--- config.mk ---
export PLATFORM = sky130hd
export DESIGN_NAME = mfe_regs
export DESIGN_NICKNAME = d
export VERILOG_FILES = /design/src/shared/mfe_pkg.sv /design/src/rtl/mfe_regs.sv /design/src/rtl/mfe_route_dec.sv
export VERILOG_INCLUDE_DIRS = /design/src /design/src/shared
export SDC_FILE = /design/constraint.sdc
export NUM_CORES = 1
export LEC_CHECK = 0
export BUFFER_PORTS_ARGS = -buffer_cell sky130_fd_sc_hd__clkbuf_2
export CAP_MARGIN = 20
export CORE_MARGIN = 1
export CORE_UTILIZATION = 40
export DETAILED_ROUTE_END_ITERATION = 6
export PLACE_DENSITY = 0.68
export RECOVER_POWER = 50
export REMOVE_ABC_BUFFERS = 1
export SYNTH_ARGS = -nofsm -noshare
export SYNTH_HDL_FRONTEND = slang
export SYNTH_HIERARCHICAL = 1
export SYNTH_SLANG_ARGS = --single-unit
--- constraint.sdc ---
create_clock -name clk_sys_i -period 6.3 [get_ports clk_sys_i]
set_clock_uncertainty 0.2 [all_clocks]
set_input_delay 0.63 -clock clk_sys_i [delete_from_list [all_inputs] [get_ports clk_sys_i]]
set_output_delay 0.63 -clock clk_sys_i [all_outputs]
set_load 0.01 [all_outputs]
--- src/shared/mfe_defs.svh ---
`ifndef MFE_DEFS_SVH
`define MFE_DEFS_SVH

// Bus geometry of the register slave.
`define MFE_AXI_ADDR_W     12
`define MFE_AXI_DATA_W     32

// Register indices as printed; the byte address is four times the index.
`define MFE_IDX_BIAS       8'h2E
`define MFE_IDX_GAIN       8'h2F
`define MFE_IDX_POS_ROUTE  8'h30
`define MFE_IDX_NEG_ROUTE  8'h31

// Field positions in the bias and power control register.
`define MFE_BIAS_PWRDN_BIT 7
`define MFE_BIAS_OVR_BIT   3
`define MFE_BIAS_LVL_LSB   0

// Field positions in the amplifier gain register.
`define MFE_GAIN_FORCE_BIT 7
`define MFE_GAIN_CODE_LSB  0

// Field positions in the two input routing registers.
`define MFE_POS_LEFT_LSB   6
`define MFE_POS_RIGHT_LSB  4
`define MFE_POS_NEG_LSB    2
`define MFE_NEG_REF_LSB    6
`define MFE_NEG_MIC_LSB    4

// Reset values of the four registers.
`define MFE_RST_BIAS       8'h00
`define MFE_RST_GAIN       8'h80
`define MFE_RST_POS_ROUTE  8'h00
`define MFE_RST_NEG_ROUTE  8'h00

// Highest gain code that names a defined gain step.
`define MFE_GAIN_CODE_MAX  7'h77

// Bus response codes.
`define MFE_RESP_OKAY      2'h0
`define MFE_RESP_SLVERR    2'h2

`endif

--- src/shared/mfe_pkg.sv ---
`include "mfe_defs.svh"

package mfe_pkg;

  // Signals driven by the bus master.
  typedef struct packed {
    logic                          awvalid;
    logic [`MFE_AXI_ADDR_W-1:0]    awaddr;
    logic [2:0]                    awprot;
    logic                          wvalid;
    logic [`MFE_AXI_DATA_W-1:0]    wdata;
    logic [`MFE_AXI_DATA_W/8-1:0]  wstrb;
    logic                          bready;
    logic                          arvalid;
    logic [`MFE_AXI_ADDR_W-1:0]    araddr;
    logic [2:0]                    arprot;
    logic                          rready;
  } mfe_axil_req_t;

  // Signals driven by the register slave.
  typedef struct packed {
    logic                          awready;
    logic                          wready;
    logic                          bvalid;
    logic [1:0]                    bresp;
    logic                          arready;
    logic                          rvalid;
    logic [`MFE_AXI_DATA_W-1:0]    rdata;
    logic [1:0]                    rresp;
  } mfe_axil_rsp_t;

  // Write channel sequencer states.
  typedef enum logic [3:0] {
    MFE_WR_IDLE = 4'h1,
    MFE_WR_ADDR = 4'h2,
    MFE_WR_DATA = 4'h4,
    MFE_WR_RESP = 4'h8
  } mfe_wr_state_t;

  // Read channel sequencer states.
  typedef enum logic [1:0] {
    MFE_RD_IDLE = 2'h1,
    MFE_RD_RESP = 2'h2
  } mfe_rd_state_t;

  // Microphone bias output levels.
  typedef enum logic [1:0] {
    MFE_BIAS_OFF    = 2'h0,
    MFE_BIAS_2V0    = 2'h1,
    MFE_BIAS_2V5    = 2'h2,
    MFE_BIAS_SUPPLY = 2'h3
  } mfe_bias_lvl_t;

  // Register selected by a bus address.
  typedef enum logic [4:0] {
    MFE_SEL_NONE = 5'h01,
    MFE_SEL_BIAS = 5'h02,
    MFE_SEL_GAIN = 5'h04,
    MFE_SEL_POS  = 5'h08,
    MFE_SEL_NEG  = 5'h10
  } mfe_sel_t;

  // Decoded routing of one input to an amplifier terminal.
  typedef struct packed {
    logic connect;
    logic res_10k;
    logic res_20k;
    logic res_40k;
  } mfe_route_t;

  // Bias and gain controls for the analog front end.
  typedef struct packed {
    logic          sw_power_down;
    logic          bias_on;
    mfe_bias_lvl_t bias_level;
    logic          gain_forced;
    logic [6:0]    gain_half_db;
    logic          gain_code_bad;
  } mfe_ana_ctrl_t;

endpackage

--- src/rtl/mfe_regs.sv ---
// What this block does
// - Bit 7 of the bias register resets to 0 and, when set, requests device software power-down.
// - With the override bit clear, bias stays off while detection is on and no headset is in.
// - The two-bit bias level selects off, 2 V, 2.5 V or the analog supply, resetting to off.
// - Gain bit 7 resets to 1 and forces 0 dB; clear, the amplifier follows the gain code.
// - The seven-bit gain code steps by 0.5 dB from 0 dB up to 59.5 dB at code 0x77, reset 0.
// - Each input code 00 disconnects and 01, 10, 11 connect through 10, 20 or 40 kilohm.
// - The positive routing register has three two-bit fields at 7:6, 5:4 and 3:2, reset 00.
// - The negative routing register routes the common-mode reference at 7:6 and mic at 5:4.
// - Any nonzero input code connects its source, and several inputs may be active at once.
//
// Local design decision: register access over AXI4-Lite.
`timescale 1ns/1ns
`include "mfe_defs.svh"

module mfe_regs (
  input  wire logic                  clk_sys_i,
  input  wire logic                  nrst_i,
  input  mfe_pkg::mfe_axil_req_t     axi_req_i,
  output mfe_pkg::mfe_axil_rsp_t     axi_rsp_o,
  input  wire logic                  hs_detect_en_i,
  input  wire logic                  hs_present_i,
  output mfe_pkg::mfe_ana_ctrl_t     ana_ctrl_o,
  output mfe_pkg::mfe_route_t [2:0]  pos_route_o,
  output mfe_pkg::mfe_route_t [1:0]  neg_route_o
);
  import mfe_pkg::*;

  localparam int AW = `MFE_AXI_ADDR_W;
  localparam int DW = `MFE_AXI_DATA_W;

  // Everything this block remembers.
  typedef struct packed {
    // Write channel sequencer and the half of a write that arrived first.
    mfe_wr_state_t wr_state;
    logic [AW-1:0] wr_addr;
    logic [7:0]    wr_data;
    logic          wr_lane0;
    logic [1:0]    bresp;
    // Read channel sequencer and the word it answers with.
    mfe_rd_state_t rd_state;
    logic [7:0]    rdata;
    logic [1:0]    rresp;
    // Stored register fields; reserved bits have no storage at all.
    logic          pwr_down;
    logic          bias_ovr;
    logic [1:0]    bias_lvl;
    logic          gain_force;
    logic [6:0]    gain_code;
    logic [1:0]    pos_left;
    logic [1:0]    pos_right;
    logic [1:0]    pos_neg;
    logic [1:0]    neg_ref;
    logic [1:0]    neg_mic;
    // Controls toward the analog side, registered so they never glitch.
    logic          bias_on;
    logic [1:0]    bias_lvl_eff;
    logic [6:0]    gain_eff;
  } mfe_state_t;

  mfe_state_t st_r;
  mfe_state_t st_nxt;

  // Image of the four registers as they read back.
  logic [7:0] bias_img;
  logic [7:0] gain_img;
  logic [7:0] pos_img;
  logic [7:0] neg_img;

  // Maps a byte address to a register; only aligned words inside the map hit.
  function automatic mfe_sel_t addr_sel(input logic [AW-1:0] addr);
    logic [AW-3:0] word;
    word = addr[AW-1:2];
    if (addr[1:0] != 2'h0) begin
      addr_sel = MFE_SEL_NONE;
    end else if (word == (AW-2)'(`MFE_IDX_BIAS)) begin
      addr_sel = MFE_SEL_BIAS;
    end else if (word == (AW-2)'(`MFE_IDX_GAIN)) begin
      addr_sel = MFE_SEL_GAIN;
    end else if (word == (AW-2)'(`MFE_IDX_POS_ROUTE)) begin
      addr_sel = MFE_SEL_POS;
    end else if (word == (AW-2)'(`MFE_IDX_NEG_ROUTE)) begin
      addr_sel = MFE_SEL_NEG;
    end else begin
      addr_sel = MFE_SEL_NONE;
    end
  endfunction

  // Reserved bits are not stored, so they always read back as zero.
  // read back
  always_comb begin
    bias_img = 8'h00;
    bias_img[`MFE_BIAS_PWRDN_BIT]                    = st_r.pwr_down;
    bias_img[`MFE_BIAS_OVR_BIT]                      = st_r.bias_ovr;
    bias_img[`MFE_BIAS_LVL_LSB+1:`MFE_BIAS_LVL_LSB]  = st_r.bias_lvl;
    gain_img = 8'h00;
    gain_img[`MFE_GAIN_FORCE_BIT]                    = st_r.gain_force;
    gain_img[`MFE_GAIN_CODE_LSB+6:`MFE_GAIN_CODE_LSB] = st_r.gain_code;
    pos_img = 8'h00;
    pos_img[`MFE_POS_LEFT_LSB+1:`MFE_POS_LEFT_LSB]   = st_r.pos_left;
    pos_img[`MFE_POS_RIGHT_LSB+1:`MFE_POS_RIGHT_LSB] = st_r.pos_right;
    pos_img[`MFE_POS_NEG_LSB+1:`MFE_POS_NEG_LSB]     = st_r.pos_neg;
    neg_img = 8'h00;
    neg_img[`MFE_NEG_REF_LSB+1:`MFE_NEG_REF_LSB]     = st_r.neg_ref;
    neg_img[`MFE_NEG_MIC_LSB+1:`MFE_NEG_MIC_LSB]     = st_r.neg_mic;
  end

  // Next state: bus sequencers, register updates and the derived controls.
  always_comb begin
    logic          wr_fire;
    logic [AW-1:0] wr_a;
    logic [7:0]    wr_d;
    logic          wr_l0;
    mfe_sel_t      wsel;
    mfe_sel_t      rsel;
    logic          bias_gate;
    wr_fire   = 1'b0;
    wr_a      = st_r.wr_addr;
    wr_d      = st_r.wr_data;
    wr_l0     = st_r.wr_lane0;
    wsel      = MFE_SEL_NONE;
    rsel      = MFE_SEL_NONE;
    bias_gate = 1'b0;
    st_nxt    = st_r;

    // Address and data are taken in either order; the write happens on the
    // edge that completes the pair, so the register never sees half a write.
    case (st_r.wr_state)
      MFE_WR_IDLE: begin
        if (axi_req_i.awvalid && axi_req_i.wvalid) begin
          wr_fire = 1'b1;
          wr_a    = axi_req_i.awaddr;
          wr_d    = axi_req_i.wdata[7:0];
          wr_l0   = axi_req_i.wstrb[0];
          st_nxt.wr_state = MFE_WR_RESP;
        end else if (axi_req_i.awvalid) begin
          st_nxt.wr_addr  = axi_req_i.awaddr;
          st_nxt.wr_state = MFE_WR_ADDR;
        end else if (axi_req_i.wvalid) begin
          st_nxt.wr_data  = axi_req_i.wdata[7:0];
          st_nxt.wr_lane0 = axi_req_i.wstrb[0];
          st_nxt.wr_state = MFE_WR_DATA;
        end
      end
      MFE_WR_ADDR: begin
        if (axi_req_i.wvalid) begin
          wr_fire = 1'b1;
          wr_d    = axi_req_i.wdata[7:0];
          wr_l0   = axi_req_i.wstrb[0];
          st_nxt.wr_state = MFE_WR_RESP;
        end
      end
      MFE_WR_DATA: begin
        if (axi_req_i.awvalid) begin
          wr_fire = 1'b1;
          wr_a    = axi_req_i.awaddr;
          st_nxt.wr_state = MFE_WR_RESP;
        end
      end
      MFE_WR_RESP: begin
        if (axi_req_i.bready) begin
          st_nxt.wr_state = MFE_WR_IDLE;
        end
      end
      default: begin
        st_nxt.wr_state = MFE_WR_IDLE;
      end
    endcase

    // Only byte lane 0 carries register bits; a write without it changes
    // nothing but still answers OKAY. Unmapped addresses answer SLVERR.
    if (wr_fire) begin
      wsel = addr_sel(wr_a);
      st_nxt.bresp = (wsel == MFE_SEL_NONE) ? `MFE_RESP_SLVERR : `MFE_RESP_OKAY;
      if (wr_l0) begin
        case (wsel)
          MFE_SEL_BIAS: begin
            st_nxt.pwr_down = wr_d[`MFE_BIAS_PWRDN_BIT];
            st_nxt.bias_ovr = wr_d[`MFE_BIAS_OVR_BIT];
            st_nxt.bias_lvl = wr_d[`MFE_BIAS_LVL_LSB+1:`MFE_BIAS_LVL_LSB];
          end
          MFE_SEL_GAIN: begin
            st_nxt.gain_force = wr_d[`MFE_GAIN_FORCE_BIT];
            st_nxt.gain_code  = wr_d[`MFE_GAIN_CODE_LSB+6:`MFE_GAIN_CODE_LSB];
          end
          MFE_SEL_POS: begin
            st_nxt.pos_left  = wr_d[`MFE_POS_LEFT_LSB+1:`MFE_POS_LEFT_LSB];
            st_nxt.pos_right = wr_d[`MFE_POS_RIGHT_LSB+1:`MFE_POS_RIGHT_LSB];
            st_nxt.pos_neg   = wr_d[`MFE_POS_NEG_LSB+1:`MFE_POS_NEG_LSB];
          end
          MFE_SEL_NEG: begin
            st_nxt.neg_ref = wr_d[`MFE_NEG_REF_LSB+1:`MFE_NEG_REF_LSB];
            st_nxt.neg_mic = wr_d[`MFE_NEG_MIC_LSB+1:`MFE_NEG_MIC_LSB];
          end
          default: begin
            st_nxt.pwr_down = st_r.pwr_down;
          end
        endcase
      end
    end

    // A read taken together with a write returns the value before the write.
    case (st_r.rd_state)
      MFE_RD_IDLE: begin
        if (axi_req_i.arvalid) begin
          rsel = addr_sel(axi_req_i.araddr);
          st_nxt.rresp    = `MFE_RESP_OKAY;
          st_nxt.rd_state = MFE_RD_RESP;
          case (rsel)
            MFE_SEL_BIAS: st_nxt.rdata = bias_img;
            MFE_SEL_GAIN: st_nxt.rdata = gain_img;
            MFE_SEL_POS:  st_nxt.rdata = pos_img;
            MFE_SEL_NEG:  st_nxt.rdata = neg_img;
            default: begin
              st_nxt.rdata = 8'h00;
              st_nxt.rresp = `MFE_RESP_SLVERR;
            end
          endcase
        end
      end
      MFE_RD_RESP: begin
        if (axi_req_i.rready) begin
          st_nxt.rd_state = MFE_RD_IDLE;
        end
      end
      default: begin
        st_nxt.rd_state = MFE_RD_IDLE;
      end
    endcase

    // Headset gating is re-evaluated every cycle from the stored fields, so
    // a headset change reaches the bias one edge later.
    // headset gating
    bias_gate = !st_r.bias_ovr && hs_detect_en_i && !hs_present_i;
    st_nxt.bias_on      = (st_r.bias_lvl != MFE_BIAS_OFF) && !bias_gate;
    st_nxt.bias_lvl_eff = bias_gate ? MFE_BIAS_OFF : st_r.bias_lvl;
    // The applied gain follows the fields being written this edge, so the
    // force flag and the applied gain never disagree for a cycle.
    // forced 0 dB
    st_nxt.gain_eff = st_nxt.gain_force ? 7'h00 : st_nxt.gain_code;
  end

  // Reset values of every field; the controls start in the off state.
  // The two top bits are cut from the reset words so they cannot drift apart.
  localparam mfe_state_t ST_RST = '{
    wr_state:     MFE_WR_IDLE,
    wr_addr:      '0,
    wr_data:      8'h00,
    wr_lane0:     1'b0,
    bresp:        `MFE_RESP_OKAY,
    rd_state:     MFE_RD_IDLE,
    rdata:        8'h00,
    rresp:        `MFE_RESP_OKAY,
    pwr_down:     1'(`MFE_RST_BIAS >> `MFE_BIAS_PWRDN_BIT),
    bias_ovr:     1'b0,
    bias_lvl:     2'h0,
    gain_force:   1'(`MFE_RST_GAIN >> `MFE_GAIN_FORCE_BIT),
    gain_code:    7'h00,
    pos_left:     2'h0,
    pos_right:    2'h0,
    pos_neg:      2'h0,
    neg_ref:      2'h0,
    neg_mic:      2'h0,
    bias_on:      1'b0,
    bias_lvl_eff: 2'h0,
    gain_eff:     7'h00
  };

  // Single state register with synchronous reset.
  // reset values
  always_ff @(posedge clk_sys_i) begin
    if (!nrst_i) begin
      st_r <= ST_RST;
    end else begin
      st_r <= st_nxt;
    end
  end

  // Bus handshakes follow the sequencer states directly.
  // Decoding them from state keeps every input-to-output path out of the bus.
  always_comb begin
    axi_rsp_o         = '0;
    axi_rsp_o.awready = (st_r.wr_state == MFE_WR_IDLE) || (st_r.wr_state == MFE_WR_DATA);
    axi_rsp_o.wready  = (st_r.wr_state == MFE_WR_IDLE) || (st_r.wr_state == MFE_WR_ADDR);
    axi_rsp_o.bvalid  = (st_r.wr_state == MFE_WR_RESP);
    axi_rsp_o.bresp   = st_r.bresp;
    axi_rsp_o.arready = (st_r.rd_state == MFE_RD_IDLE);
    axi_rsp_o.rvalid  = (st_r.rd_state == MFE_RD_RESP);
    axi_rsp_o.rdata   = DW'(st_r.rdata);
    axi_rsp_o.rresp   = st_r.rresp;
  end

  // Bias and gain controls. A reserved gain code is passed on as written;
  // the flag lets the analog side clamp it rather than guess.
  // half-dB steps
  always_comb begin
    ana_ctrl_o               = '0;
    ana_ctrl_o.sw_power_down = st_r.pwr_down;
    ana_ctrl_o.bias_on       = st_r.bias_on;
    ana_ctrl_o.bias_level    = mfe_bias_lvl_t'(st_r.bias_lvl_eff);
    ana_ctrl_o.gain_forced   = st_r.gain_force;
    ana_ctrl_o.gain_half_db  = st_r.gain_eff;
    ana_ctrl_o.gain_code_bad = st_r.gain_eff > `MFE_GAIN_CODE_MAX;
  end

  // Each input is decoded on its own, so any mix of inputs can be live.
  // independent inputs
  mfe_route_dec #(.CODE_W(2)) u_pos_left (
    .code_i  (st_r.pos_left),
    .route_o (pos_route_o[0])
  );

  mfe_route_dec #(.CODE_W(2)) u_pos_right (
    .code_i  (st_r.pos_right),
    .route_o (pos_route_o[1])
  );

  mfe_route_dec #(.CODE_W(2)) u_pos_neg (
    .code_i  (st_r.pos_neg),
    .route_o (pos_route_o[2])
  );

  mfe_route_dec #(.CODE_W(2)) u_neg_ref (
    .code_i  (st_r.neg_ref),
    .route_o (neg_route_o[0])
  );

  mfe_route_dec #(.CODE_W(2)) u_neg_mic (
    .code_i  (st_r.neg_mic),
    .route_o (neg_route_o[1])
  );

endmodule

--- src/rtl/mfe_route_dec.sv ---
`timescale 1ns/1ns

// Turns one two-bit routing code into a connect flag and a one-hot
// resistance choice. The resistance lines are all low while unconnected.
module mfe_route_dec #(
  parameter int CODE_W = 2
) (
  input  wire logic [CODE_W-1:0] code_i,
  output mfe_pkg::mfe_route_t    route_o
);
  import mfe_pkg::*;

  // Any nonzero code connects the source.
  always_comb begin
    route_o         = '0;
    route_o.connect = |code_i;
    route_o.res_10k = (code_i == CODE_W'(1));
    route_o.res_20k = (code_i == CODE_W'(2));
    route_o.res_40k = (code_i == CODE_W'(3));
  end

endmodule

# --- Yosys cells after proc, flatten, opt, wreduce, memory -nomap -nowiden ---
# Index checks and enable logic that the tools add are counted.
totals:
  regBits: 71
  in_bits: 75
  out_inout_bits: 74
  elab_cells: 141
op_classes:
  magnitude_cmp: 1
  n_eq_ne: 44
  mux: 44
  n_bitwise: 3
  n_reduce_logical: 28
ops:
  columns: ["operator", "count"]
  rows:
  - ["10-bit by 6-bit == test with 1-bit output, second input constant", 8]
  - ["5-bit 2-to-1 mux", 13]
  - ["12-bit 2-to-1 mux", 3]
  - ["18-bit 2-to-1 mux", 2]
  - ["8-bit case mux with 4 select lines", 1]
  - ["4-bit 2-to-1 mux", 7]
  - ["8-bit 2-to-1 mux", 3]
  - ["12-bit case mux with 2 select lines", 1]
  - ["2-bit == test, second input constant", 11]
  - ["4-bit case mux with 4 select lines", 1]
  - ["8-bit case mux with 2 select lines", 1]
  - ["2-bit OR reduction", 7]
  - ["2-bit by 1-bit == test with 1-bit output, second input constant", 6]
  - ["5-bit by 2-bit == test with 1-bit output, second input constant", 2]
  - ["5-bit by 3-bit == test with 1-bit output, second input constant", 2]
  - ["5-bit by 4-bit == test with 1-bit output, second input constant", 2]
  - ["5-bit == test, second input constant", 2]
  - ["2-bit != test, second input constant", 5]
  - ["3-bit AND reduction", 3]
  - ["4-bit AND reduction", 2]
  - ["7-bit > comparator, second input constant", 1]
  - ["2-bit 2-to-1 mux", 3]
  - ["6-bit 2-to-1 mux", 1]
  - ["2-bit AND reduction", 3]
  - ["16 further kinds", 30]

# --- Depth between registers and ports, before layout ---
# Gate-level depths: netlist of run 1.
depth:
  word_depth: 15
  ltp_mapped: 7

# --- By module ---
# Netlist of run 1, hierarchy kept.
modules_own_cells:
  columns: ["mod", "instances", "cells_each", "area_each_um2"]
  rows:
  - ["mfe_regs", 1, 409, 3649.8]
  - ["mfe_route_dec", 5, 4, 28.8]

# --- Worst setup path after synthesis of run 1 ---
# OpenSTA, ideal clock, no wires.
synth_path:
  path_type: "input -> register"
  startpoint: "input axi_req_i[54] in the netlist's numbering"
  endpoint: "register st_r, in the netlist ana_ctrl_o[8]"
  setup_ps: 73
  arrival_ps: 2226
  required_time_ps: 6027
  setup_slack_ps: 3800
  path_stages: 6
  n_path_buf: 1
  path_cell_list: "or3b_4 -> a211oi_2 -> o22ai_2 -> nor4b_4 -> buf_6 -> mux2i_1"
synth_via:
  elab_chain_len: 14
  elab_cells_between_ends: 27
  classes_between: "eq/ne (5); mux (20); reduce/logical (2)"
synth_rtl:
  columns: ["element", "line", "source"]
  rows:
  - ["from (decl)", "mfe_regs.sv:19", "input mfe_pkg::mfe_axil_req_t axi_req_i,"]
  - ["1-bit logical AND", "mfe_regs.sv:130", "if (axi_req_i.awvalid && axi_req_i.wvalid) begin"]
  - ["12-bit 2-to-1 mux", "mfe_regs.sv:130", null]
  - ["12-bit case mux with 2 select lines", "mfe_regs.sv:128", "case (st_r.wr_state)"]
  - ["10-bit by 6-bit == test with 1-bit output", "mfe_regs.sv:82", "end else if (word == (AW-2)'(`MFE_IDX_NEG_ROUTE)) begin"]
  - ["5-bit 2-to-1 mux", "mfe_regs.sv:82", null]
  - ["5-bit 2-to-1 mux", "mfe_regs.sv:80", "end else if (word == (AW-2)'(`MFE_IDX_POS_ROUTE)) begin"]
  - ["5-bit 2-to-1 mux", "mfe_regs.sv:78", "end else if (word == (AW-2)'(`MFE_IDX_GAIN)) begin"]
  - ["5-bit 2-to-1 mux", "mfe_regs.sv:76", "end else if (word == (AW-2)'(`MFE_IDX_BIAS)) begin"]
  - ["5-bit 2-to-1 mux", "mfe_regs.sv:74", "if (addr[1:0] != 2'h0) begin"]
  - ["5-bit 2-to-1 mux", "mfe_regs.sv:172", "if (wr_fire) begin"]
  - ["5-bit by 3-bit == test with 1-bit output", "mfe_regs.sv:176", "case (wsel)"]
  - ["8-bit 2-to-1 mux", "mfe_regs.sv:176", null]
  - ["18-bit 2-to-1 mux", "mfe_regs.sv:175", "if (wr_l0) begin"]
  - ["18-bit 2-to-1 mux (*)", "mfe_regs.sv:172", null]
  - ["to (signal assigned)", "mfe_regs.sv:275", "st_r <= st_nxt;"]
  - ["to (decl)", "mfe_regs.sv:61", "mfe_state_t st_r;"]
# Mark *: on every way between the ends. The rest lies on a longest branch, timed or not. The select of a mux whose other input is x is not followed.
# A chain may end at the register's enable or synchronous reset.

# --- Final worst setup path of run 1 ---
layout_path:
  startpoint: "input nrst_i"
  endpoint: "register st_r, in the netlist ana_ctrl_o[4]"
layout_via:
  elab_chain_len: 2
layout_rtl:
  columns: ["element", "line", "source"]
  rows:
  - ["from (decl)", "mfe_regs.sv:18", "input wire logic nrst_i,"]
  - ["1-bit NOT (no line)", null, null]
  - ["2-bit OR reduction (no line)", null, null]
# Every way passes these cells.

==> impl_metrics.py, run 1 <==
metrics = {
    "final_layout": {
        "area_delta_synth_final_pct": 11.0,
        "layout_commonest_cell": "dfxtp_1",
        "final_cell_mix": "dfxtp_1, mux2i_1, nand2_1",
        "nets": 565,
        "finalInstanceArea_sq_mm": 0.00421,
        "drive_gt1_frac": 0.182,
        "diodes": 0,
    },
    "drt": {
        "drc": 2,
        "via_count": 3005,
        "vias_per_cell": 4.96,
        "drt-initial-drc-count": 142,
        "firstDrtPassIters": 6,
        "final_antenna_net_count": 0,
        "drt_wl_total_um": 7770,
        "routedWlPerCell_um": 12.8,
    },
    "timing": {
        "fin_crit_sh": 0.584,
        "timing_hold_violations_final": 0,
        "tns_ns": 0,
        "holdWs_ns": 0.284,
        "layout_min_cycle_time_ns": 3.68,
        "worstMarginPinSlew_ns": 1.53,
        "relSlewSlack": -0.0194,
        "fmaxAchievable_ghz": 0.272,
        "rsz0062_at_grt": "no",
        "drv_slew": 35,
        "setup_viol": 0,
    },
    "die": {
        "io_pins": 149,
        "die_y_um": 99.4,
        "fp.dieW_um": 99.4,
        "fp.dieArea_sq_mm": 0.00988,
        "core_sq_mm": 0.00920,
        "start_util": 0.413,
        "num_rows": 35,
    },
    "clocking": {
        "path_clk_slew_ns": 0.08,
        "cts_made_buffers": 9,
        "clockRootBuffer": "clkbuf_8",
        "cts_tree": "yes",
        "clk_latency_ns": 0.34,
        "htree_levels": 3,
        "cts_resized": 0,
        "cts.path.max_buffers": 2,
        "hold_buffers": 0,
        "cts.sinks": 69,
        "postCtsSetupBuffers": 0,
    },
    "flow_run": {
        "maxCapViolCount": 1,
    },
    "setup_path": {
        "r2r_start": "st_r[67]",
        "cp_max_fo": 34,
        "setup.worst_path.start": "nrst_i",
        "critPathRequiredTime_ns": 6.36,
        "crit_path_start_kind": "input port",
        "cp_data_arrival_time_ns": 3.74,
        "crit_type": "in2reg",
        "end_kind": "flip-flop",
    },
    "power_and_ir_drop": {
        "pwr-share-comb": 0.147,
        "cellLeakagePower_nw": 1.79,
        "swShare": 0.276,
        "p_clk_frac": 0.396,
        "vdd_ir_drop_max_v": 0.000135,
        "power_density_mw_per_mm2": 242,
        "p_int_mw": 0.738,
        "p_seq_frac": 0.456,
        "power.net_switching_mw": 0.282,
    },
    "global_route": {
        "grt_max_degree": 35,
        "antenna_found_initial": 0,
        "track_usage": 0.159,
        "grt_pass1_vias": 2667,
        "grt_overflow": 0,
        "grt_first_pass_wirelength_um": 12400,
    },
    "synth": {
        "muxShareOfSynthArea": 0.167,
        "syn_inst": 429,
        "synth_ff_type": "dfxtp_1",
        "yosys_warnings": 6,
        "syn_avg_cell_area_sq_um": 8.84,
        "synth_edf_count": 0,
        "synthSimpleGateAreaFrac": 0.252,
        "seq_area_frac_synth": 0.364,
        "synth_top_family_by_area": "simple AND/OR/NAND/NOR gates",
        "synth_xor_area_frac": 0.00693,
        "ys_ff_latch": 69,
        "netlist_area_sq_mm": 0.00379,
        "synthArstFlopShare": 0,
        "synth_compound_gate_area_share": 0.0841,
        "synth.distinct_cells": 54,
        "synthAdderAreaFrac": 0,
    },
    "place": {
        "place_area_sq_mm": 0.00404,
        "dpl.hpwl_um": 5770,
        "portBuffers": 89,
        "gp_congestion": 0.735,
    },
    "outcome": {
        "violations": "design-rule violations, max-capacitance violations, max-slew violations",
        "outcome": "finished with violations",
    },
    "min_path": {
        "hp-class": "reg2reg",
        "hold_start": "gain_img[0]",
    },
}
-- worst max-delay path, stage by stage --
cell	delay, ns
clkbuf_1	1.08
inv_1	0.09
clkbuf_1	0.61
a211oi_1	0.99
nand2_1	0.11
mux2i_1	0.22
-- power by group through the flow --
| stage | sequential [mW] | clock (mW) | combinational, mW |
|---|---|---|---|
| after CTS | 0.465 | 0.415 | 0.152 |
| after global placement | 0.475 | 0 | 0.149 |
| after global routing | 0.468 | 0.437 | 0.167 |
| after floorplan | 0.472 | 0 | 0.105 |
| after detailed placement | 0.475 | 0 | 0.151 |
| final | 0.465 | 0.404 | 0.150 |
-- synthesized netlist by cell type, types with 3 or more instances --
cell type / instances / share of area
a21oi_1: 11 / 0.015
inv_1: 7 / 0.0069
nor2b_1: 10 / 0.016
dfxtp_1: 69 / 0.36
nor3b_1: 3 / 0.0059
and2_2: 5 / 0.0099
nand2_1: 48 / 0.047
nand3_1: 8 / 0.011
mux2_2: 9 / 0.027
a211oi_1: 3 / 0.0059
a22oi_1: 5 / 0.0099
nand3b_1: 5 / 0.0099
buf_4: 48 / 0.095
or2_1: 5 / 0.0082
and2b_2: 5 / 0.012
nor3_1: 7 / 0.0092
clkbuf_1: 12 / 0.012
nor4_1: 7 / 0.012
mux2i_1: 53 / 0.14
nor2_1: 45 / 0.045
buf_1: 3 / 0.0030
o21ai_0: 9 / 0.012
and3_1: 9 / 0.015
a22o_1: 6 / 0.014
-- worst paths after layout --
path	cells past startpoint	slack (ns)	endpoint
worst min register to register	2	0.28	ana_ctrl_o[1]
worst max register to register	5	3.55	bias_img[1]
worst min-delay path	2	0.28	ana_ctrl_o[1]
worst max-delay path	6	2.62	ana_ctrl_o[4]
-- layer usage --
metal / vias to the layer above / share of wire / global-route usage
li1: 1537 / - / -
met1: 1372 / 0.48 / 0.204
met2: 87 / 0.46 / 0.256
met3: 9 / 0.044 / 0.0415
met4: 0 / 0.017 / 0.0656
met5: - / 0 / 0
-- cells by family (layout without fill, tap and decap cells) --
kind of cell / after synthesis / count (layout)
AO/OA/AOI/OAI: 45 / 45
flip-flops: 69 / 69
buffers and inverters: 74 / 115
multiplexers: 62 / 62
other: 1 / 26
XOR/XNOR: 3 / 3
AND/OR/NAND/NOR: 175 / 175
-- layout make-up --
type	instances	area, sq um
Inverter	7	26.3
Clock buffer	9	124
Tap cell	111	139
Fill cell	933	4990
Multi-Input combinational cell	311	2030
Timing Repair Buffer	92	410
Sequential cell	69	1380
Clock inverter	7	98.8
-- state kept, by name, summed over array words and instances (netlist names) --
| signal | cells |
|---|---|
| bias_img | 3 |
| pos_img | 6 |
| neg_img | 4 |
| st_r | 27 |
| gain_img | 7 |
| axi_rsp_o | 10 |
| ana_ctrl_o | 12 |
-- stage by stage --
step / instances / total power, mW / util / setup WS, ns
final: 606 / 1.02 / 0.458 / 2.62
after global placement: 589 / 0.623 / 0.439 / 3.09
after global routing: 606 / 1.07 / 0.458 / 2.32
after detailed placement: 589 / 0.627 / 0.439 / 3.05
after CTS: 605 / 1.03 / 0.463 / 3.21
after floorplan: 387 / 0.578 / - / 3.57
Power figures use the tool's default switching activity.
==> run 2, diff against run 1 <==
Clock period 6.3 ns to 3.6 ns, I/O delays scaled along.
==> run 2 against run 1 <==
Net effect: the run ends with design-rule violations left; register-to-register slack worse by 2.7 ns; total power is 83% higher; critical endpoint is now bias_img[0]; critical path depth shrank 1; die area is the same; highest routed layer unchanged; first-iteration DRC count down 20%; hold slack worse by 0.22 ns; largest cell class unchanged; sequential power grew 75%; utilization grew 0.35 points.
==> impl_metrics.py, run 2 (synthesized netlist as in run 1, its figures left out) <==
metrics = {
    "die": {
        "io_pins": 149,
        "die_y_um": 99.4,
        "start_util": 0.413,
        "num_rows": 35,
        "fp.dieArea_sq_mm": 0.00988,
        "core_sq_mm": 0.00920,
        "fp.dieW_um": 99.4,
    },
    "setup_path": {
        "r2r_start": "st_r[67]",
        "cp_data_arrival_time_ns": 2.78,
        "crit_type": "reg2reg",
        "crit_path_top_delay_cell": "dfxtp_1",
        "end_kind": "flip-flop",
        "crit_path_start_kind": "flip-flop",
        "critPathRequiredTime_ns": 3.67,
        "cp_max_fo": 12,
        "crit_chain": "and2b_1 > o211ai_2 > mux2_2 > nor4_2 > mux2i_1",
        "r2r_cells": 5,
        "r2r_end": "bias_img[0]",
        "slowest_delay_ns": 0.61,
        "reg2reg_slack_ns": 0.89,
    },
    "timing": {
        "relSlewSlack": 0.342,
        "setup_viol": 0,
        "tns_ns": 0,
        "worstMarginPinSlew_ns": 0.980,
        "finalWorstSetupSlack_ns": 0.889,
        "drv_slew": 0,
        "rsz0062_at_grt": "no",
        "layout_min_cycle_time_ns": 2.71,
        "fin_crit_sh": 0.753,
        "fmaxAchievable_ghz": 0.369,
        "timing_hold_violations_final": 0,
    },
    "clocking": {
        "cts_tree": "yes",
        "cts.sinks": 69,
        "postCtsSetupBuffers": 0,
        "htree_levels": 3,
        "clockRootBuffer": "clkbuf_8",
        "cts_made_buffers": 9,
        "clk_latency_ns": 0.34,
        "cts_resized": 0,
        "cts.path.max_buffers": 2,
        "path_clk_slew_ns": 0.07,
        "hold_buffers": 0,
    },
    "drt": {
        "drt-initial-drc-count": 113,
        "via_count": 3049,
        "drt_wl_total_um": 8010,
        "routedWlPerCell_um": 13.2,
        "drc": 2,
        "final_antenna_net_count": 0,
        "firstDrtPassIters": 6,
        "vias_per_cell": 5.02,
    },
    "outcome": {
        "violations": "design-rule violations",
        "outcome": "finished with violations",
    },
    "final_layout": {
        "nets": 566,
        "seqCellArea_sq_mm": 0.00138,
        "largest_reg_flops": 27,
        "multiInputGateArea_sq_mm": 0.00203,
        "final_cells": 607,
        "layout_commonest_cell": "dfxtp_1",
        "fin_util": 0.461,
        "final_cell_mix": "dfxtp_1, mux2i_1, nand2_1, clkbuf_1, nor2_1",
        "num-fill-cells": 916,
        "area_delta_synth_final_pct": 11.8,
        "drive_gt1_frac": 0.181,
        "regMostFlops": "st_r",
        "diodes": 0,
    },
    "flow_run": {
        "maxCapViolCount": 0,
    },
    "global_route": {
        "met2_usage": 0.275,
        "grt_util_met3": 0.0365,
        "busiest_layer": "met2",
        "grt_overflow": 0,
        "grt_use_met1": 0.212,
        "grt_first_pass_wirelength_um": 12800,
        "grt_pass1_vias": 2752,
        "grt_max_degree": 34,
        "antenna_found_initial": 0,
        "track_usage": 0.166,
    },
    "min_path": {
        "hp-class": "in2reg",
        "hold_start": "axi_req_i[25]",
        "min_path_cells": 3,
        "hold_end": "st_r[50]",
    },
    "power_and_ir_drop": {
        "power_density_mw_per_mm2": 439,
        "finalPower_mw": 1.86,
        "vdd_ir_drop_max_v": 0.000219,
        "cellLeakagePower_nw": 1.81,
    },
    "place": {
        "portBuffers": 89,
        "dp_slack_ns": 0.914,
        "gp_congestion": 0.765,
        "dpl.hpwl_um": 6060,
        "dpl.cell_count": 591,
    },
}
==> run 2: cell count changes in the layout (fill, tap and decap cells not counted), sizes merged <==
cell,previous run,this run
bufinv,2,3
clkbuf,99,100
clkinv,3,2
buf,2,4
inv,8,7
clkinvlp,1,0
==> run 2: cell type report <==
class                   instances  share of cell area
clock inverters                 5              0.0254
well taps                     111              0.0327
repair buffers                 93              0.0982
flip-flops and latches         69               0.326
multi-input cells             311               0.479
inverters                       7             0.00619
clock buffers                  11              0.0333
==> run 2: worst max-delay path by stage <==
stage               startpoint       endpoint
finish                st_r[67]    bias_img[0]
global route          st_r[68]  ana_ctrl_o[3]
CTS                   st_r[67]    bias_img[0]
detailed placement    st_r[67]    bias_img[0]
global placement      st_r[67]    bias_img[1]
floorplan             st_r[67]  ana_ctrl_o[8]
==> run 2: per-stage QoR <==
step / hold WS, ns / cell area, sq um
3_5_place_dp: 0.274 / 4050
6_report: 0.0623 / 4240
5_1_grt: 0.0567 / 4240
2_1_floorplan: 0.236 / 3440
4_1_cts: 0.0510 / 4300
3_3_place_gp: 0.267 / 4050
==> run 2: layer usage <==
| metal | vias up | share of wire |
|---|---|---|
| met5 | - | 0 |
| met4 | 0 | 0.0097 |
| met3 | 8 | 0.039 |
| met1 | 1438 | 0.46 |
| met2 | 79 | 0.49 |
| li1 | 1524 | - |
==> run 2: power by group <==
| group | internal, mW | total (mW) | switching [mW] |
|---|---|---|---|
| combinational | 0.112 | 0.267 | 0.155 |
| clock | 0.482 | 0.782 | 0.300 |
| sequential | 0.787 | 0.815 | 0.0280 |
==> run 2: worst max-delay path, delay by kind of cell (launching register included) <==
family / cells / cell delay (ns)
compound gates: 1 / 0.27
flops: 1 / 0.61
mux: 2 / 0.69
simple gates: 2 / 0.86
==> run 3, diff against run 2 <==
Settings changed: ABC_AREA set to 1, PLACE_DENSITY 0.68 to 0.66.
Clock period 3.6 ns to 2.5 ns, I/O delays scaled along.
==> run 3 against run 2 <==
Net effect: the run now ends clean; via count is 42% higher; total power rose by 65%; worst setup slack got worse by 0.70 ns; maximum frequency increased by 17%; synthesized area rose by 12%; sequential power rose by 48%; design area rose by 15%; wire length up 33%.
==> impl_metrics.py, run 3 <==
metrics = {
    "outcome": {
        "outcome": "complete, no violations",
    },
    "setup_path": {
        "crit_path_top_delay_cell": "dfxtp_1",
        "crit_end": "gain_img[3]",
        "critical_path.top_delay_family": "simple AND/OR/NAND/NOR gates",
        "slowest_delay_ns": 0.35,
        "cp_max_fo": 7,
        "end_kind": "flip-flop",
        "r2r_cells": 14,
        "cpMostUsedCell": "nand2_1",
        "crit_path_start_kind": "flip-flop",
        "crit_type": "reg2reg",
        "path_buf_inv": 2,
        "r2r_start": "st_r[68]",
        "r2r_end": "gain_img[3]",
        "critPathRequiredTime_ns": 2.54,
        "cp_data_arrival_time_ns": 2.35,
        "setup.worst_path.start": "st_r[68]",
        "crit_chain": "nor2_2 > inv_2 > nor2_4 > nand2_1 > nand3_1 > nand2_1 > nor2_2 > nand3_1 > nand2_2 > inv_2 > nand2_2 > nand2_1 > nand2_1 > nor2_1",
        "path_depth": 14,
        "reg2reg_slack_ns": 0.19,
    },
    "place": {
        "gp_congestion": 0.963,
        "dpl.hpwl_um": 7950,
        "portBuffers": 89,
        "dpl.cell_count": 871,
    },
    "final_layout": {
        "area_delta_synth_final_pct": 14.9,
        "diodes": 0,
        "nets": 827,
        "seqCellArea_sq_mm": 0.00138,
        "final_cells": 893,
        "fin_util": 0.472,
        "drive_gt1_frac": 0.184,
        "layout_commonest_cell": "nand2_1",
        "multiInputGateArea_sq_mm": 0.00220,
        "regMostFlops": "st_r",
        "largest_reg_flops": 27,
        "final_cell_mix": "nand2_1, nor2_1, inv_1",
        "num-fill-cells": 1105,
    },
    "timing": {
        "fmaxAchievable_ghz": 0.433,
        "layout_min_cycle_time_ns": 2.31,
        "timing_hold_violations_final": 0,
        "worstMarginPinSlew_ns": 0.505,
        "tns_ns": 0,
        "fin_crit_sh": 0.924,
        "relSlewSlack": 0.662,
        "rsz0062_at_grt": "yes",
        "setup_viol": 0,
        "drv_slew": 0,
    },
    "drt": {
        "via_count": 4335,
        "drt_wl_total_um": 10700,
        "drc": 0,
        "vias_per_cell": 4.85,
        "final_antenna_net_count": 0,
        "routedWlPerCell_um": 11.9,
        "drt-initial-drc-count": 242,
        "firstDrtPassIters": 5,
    },
    "global_route": {
        "grt_max_degree": 33,
        "grt_pass1_vias": 3988,
        "grt_overflow": 0,
        "antenna_found_initial": 0,
        "track_usage": 0.200,
        "grt_first_pass_wirelength_um": 17900,
    },
    "power_and_ir_drop": {
        "vdd_ir_drop_max_v": 0.000337,
        "p_int_mw": 2.00,
        "finalPower_mw": 3.07,
        "cellLeakagePower_nw": 2.35,
        "p_seq_frac": 0.393,
        "swShare": 0.348,
        "power_density_mw_per_mm2": 630,
        "pwr-share-comb": 0.264,
        "power.net_switching_mw": 1.07,
        "p_clk_frac": 0.343,
    },
    "synth": {
        "synth.distinct_cells": 34,
        "syn_avg_cell_area_sq_um": 6.31,
        "syn_inst": 673,
        "yosys-top-cells-area": "dfxtp_1, nand2_1, buf_4, nor2_1, inv_1",
        "yosysTopAreaCell": "dfxtp_1",
        "synthArstFlopShare": 0,
        "synth_most_common_cell": "nand2_1",
        "netlist_top_cells_count": "nand2_1, nor2_1, inv_1, dfxtp_1, buf_4",
        "seq_area_frac_synth": 0.325,
        "yosys_warnings": 6,
        "synth_ff_type": "dfxtp_1",
        "netlist_area_sq_mm": 0.00424,
        "synth_top_area_frac": 0.325,
        "synth_edf_count": 0,
        "ys_ff_latch": 69,
    },
    "clocking": {
        "cts_made_buffers": 9,
        "path_clk_slew_ns": 0.09,
        "cts.path.max_buffers": 2,
        "htree_levels": 3,
        "clk_latency_ns": 0.36,
        "cts_tree": "yes",
        "cts.sinks": 69,
        "clockRootBuffer": "clkbuf_8",
    },
    "die": {
        "num_rows": 37,
        "die_y_um": 105,
        "fp.dieW_um": 105,
        "start_util": 0.411,
        "io_pins": 149,
        "core_sq_mm": 0.0103,
        "fp.dieArea_sq_mm": 0.0110,
    },
    "flow_run": {
        "maxCapViolCount": 0,
    },
    "min_path": {
        "hp-class": "in2reg",
    },
}
-- run 3: tightest hold or removal path, stage by stage --
cell	delay (ns)
clkbuf_2	0.09
o21ai_0	0.08
a21oi_1	0.10
-- run 3: stage by stage --
step / hold slack [ns] / setup WS (ns) / cell area [sq um]
after floorplan: 0.138 / 0.330 / 3870
after global placement: 0.234 / 0.0952 / 4590
after detailed placement: 0.239 / 0.0451 / 4590
after CTS: 0.00197 / 0.0169 / 4860
after global routing: 0.0202 / -0.0186 / 4880
final: 0.00323 / 0.189 / 4880
-- run 3: worst min-delay path by stage --
stage | startpoint | endpoint | slack (ns) | cells past startpoint
after CTS | axi_req_i[23] | st_r[48] | 0.002 | 3
after global routing | axi_req_i[22] | st_r[47] | 0.02 | 3
after global placement | st_r[54] | st_r[54] | 0.23 | 2
after detailed placement | st_r[54] | st_r[54] | 0.24 | 2
after floorplan | nrst_i | st_r[42] | 0.14 | 1
final | axi_req_i[22] | st_r[47] | 0.003 | 3
-- run 3: what timing repair did --
| action | in CTS | in global routing |
|---|---|---|
| endpoints found under the setup margin | 0 | 29 |
| resized for setup | 0 | 14 |
| hold buffers | 4 | 0 |
| buffers inserted | 0 | 0 |
| hold endpoints to repair | 5 | 0 |
-- run 3: cell type report --
type,count,share of cell area
Sequential cell,69,0.284
Inverter,94,0.0723
Multi-Input combinational cell,472,0.450
Clock buffer,9,0.0254
Timing Repair Buffer,106,0.112
Clock inverter,7,0.0213
Tap cell,136,0.0349
-- run 3: routing by layer --
layer  vias up  track usage  part of all wire
met5         -            0                 0
met4         0       0.0765             0.027
met3        24       0.0418             0.054
met2       147        0.345              0.48
met1      1938        0.243              0.44
li1       2226            -                 -
-- run 3: cells by family after synthesis --
group / count (synthesis) / share of synthesized area
and+or+nand+nor: 348 / 0.357
buffers and inverters: 159 / 0.192
AOI/OAI and AO/OA: 96 / 0.124
DFF: 69 / 0.325
other: 1 / 0.000884
-- run 3: power by group through the flow --
stage | logic [mW] | registers (mW) | clock network, mW
6_report | 0.811 | 1.21 | 1.06
5_1_grt | 0.912 | 1.22 | 1.14
2_1_floorplan | 0.537 | 1.22 | 0
3_5_place_dp | 0.775 | 1.23 | 0
3_3_place_gp | 0.751 | 1.23 | 0
4_1_cts | 0.782 | 1.20 | 1.08
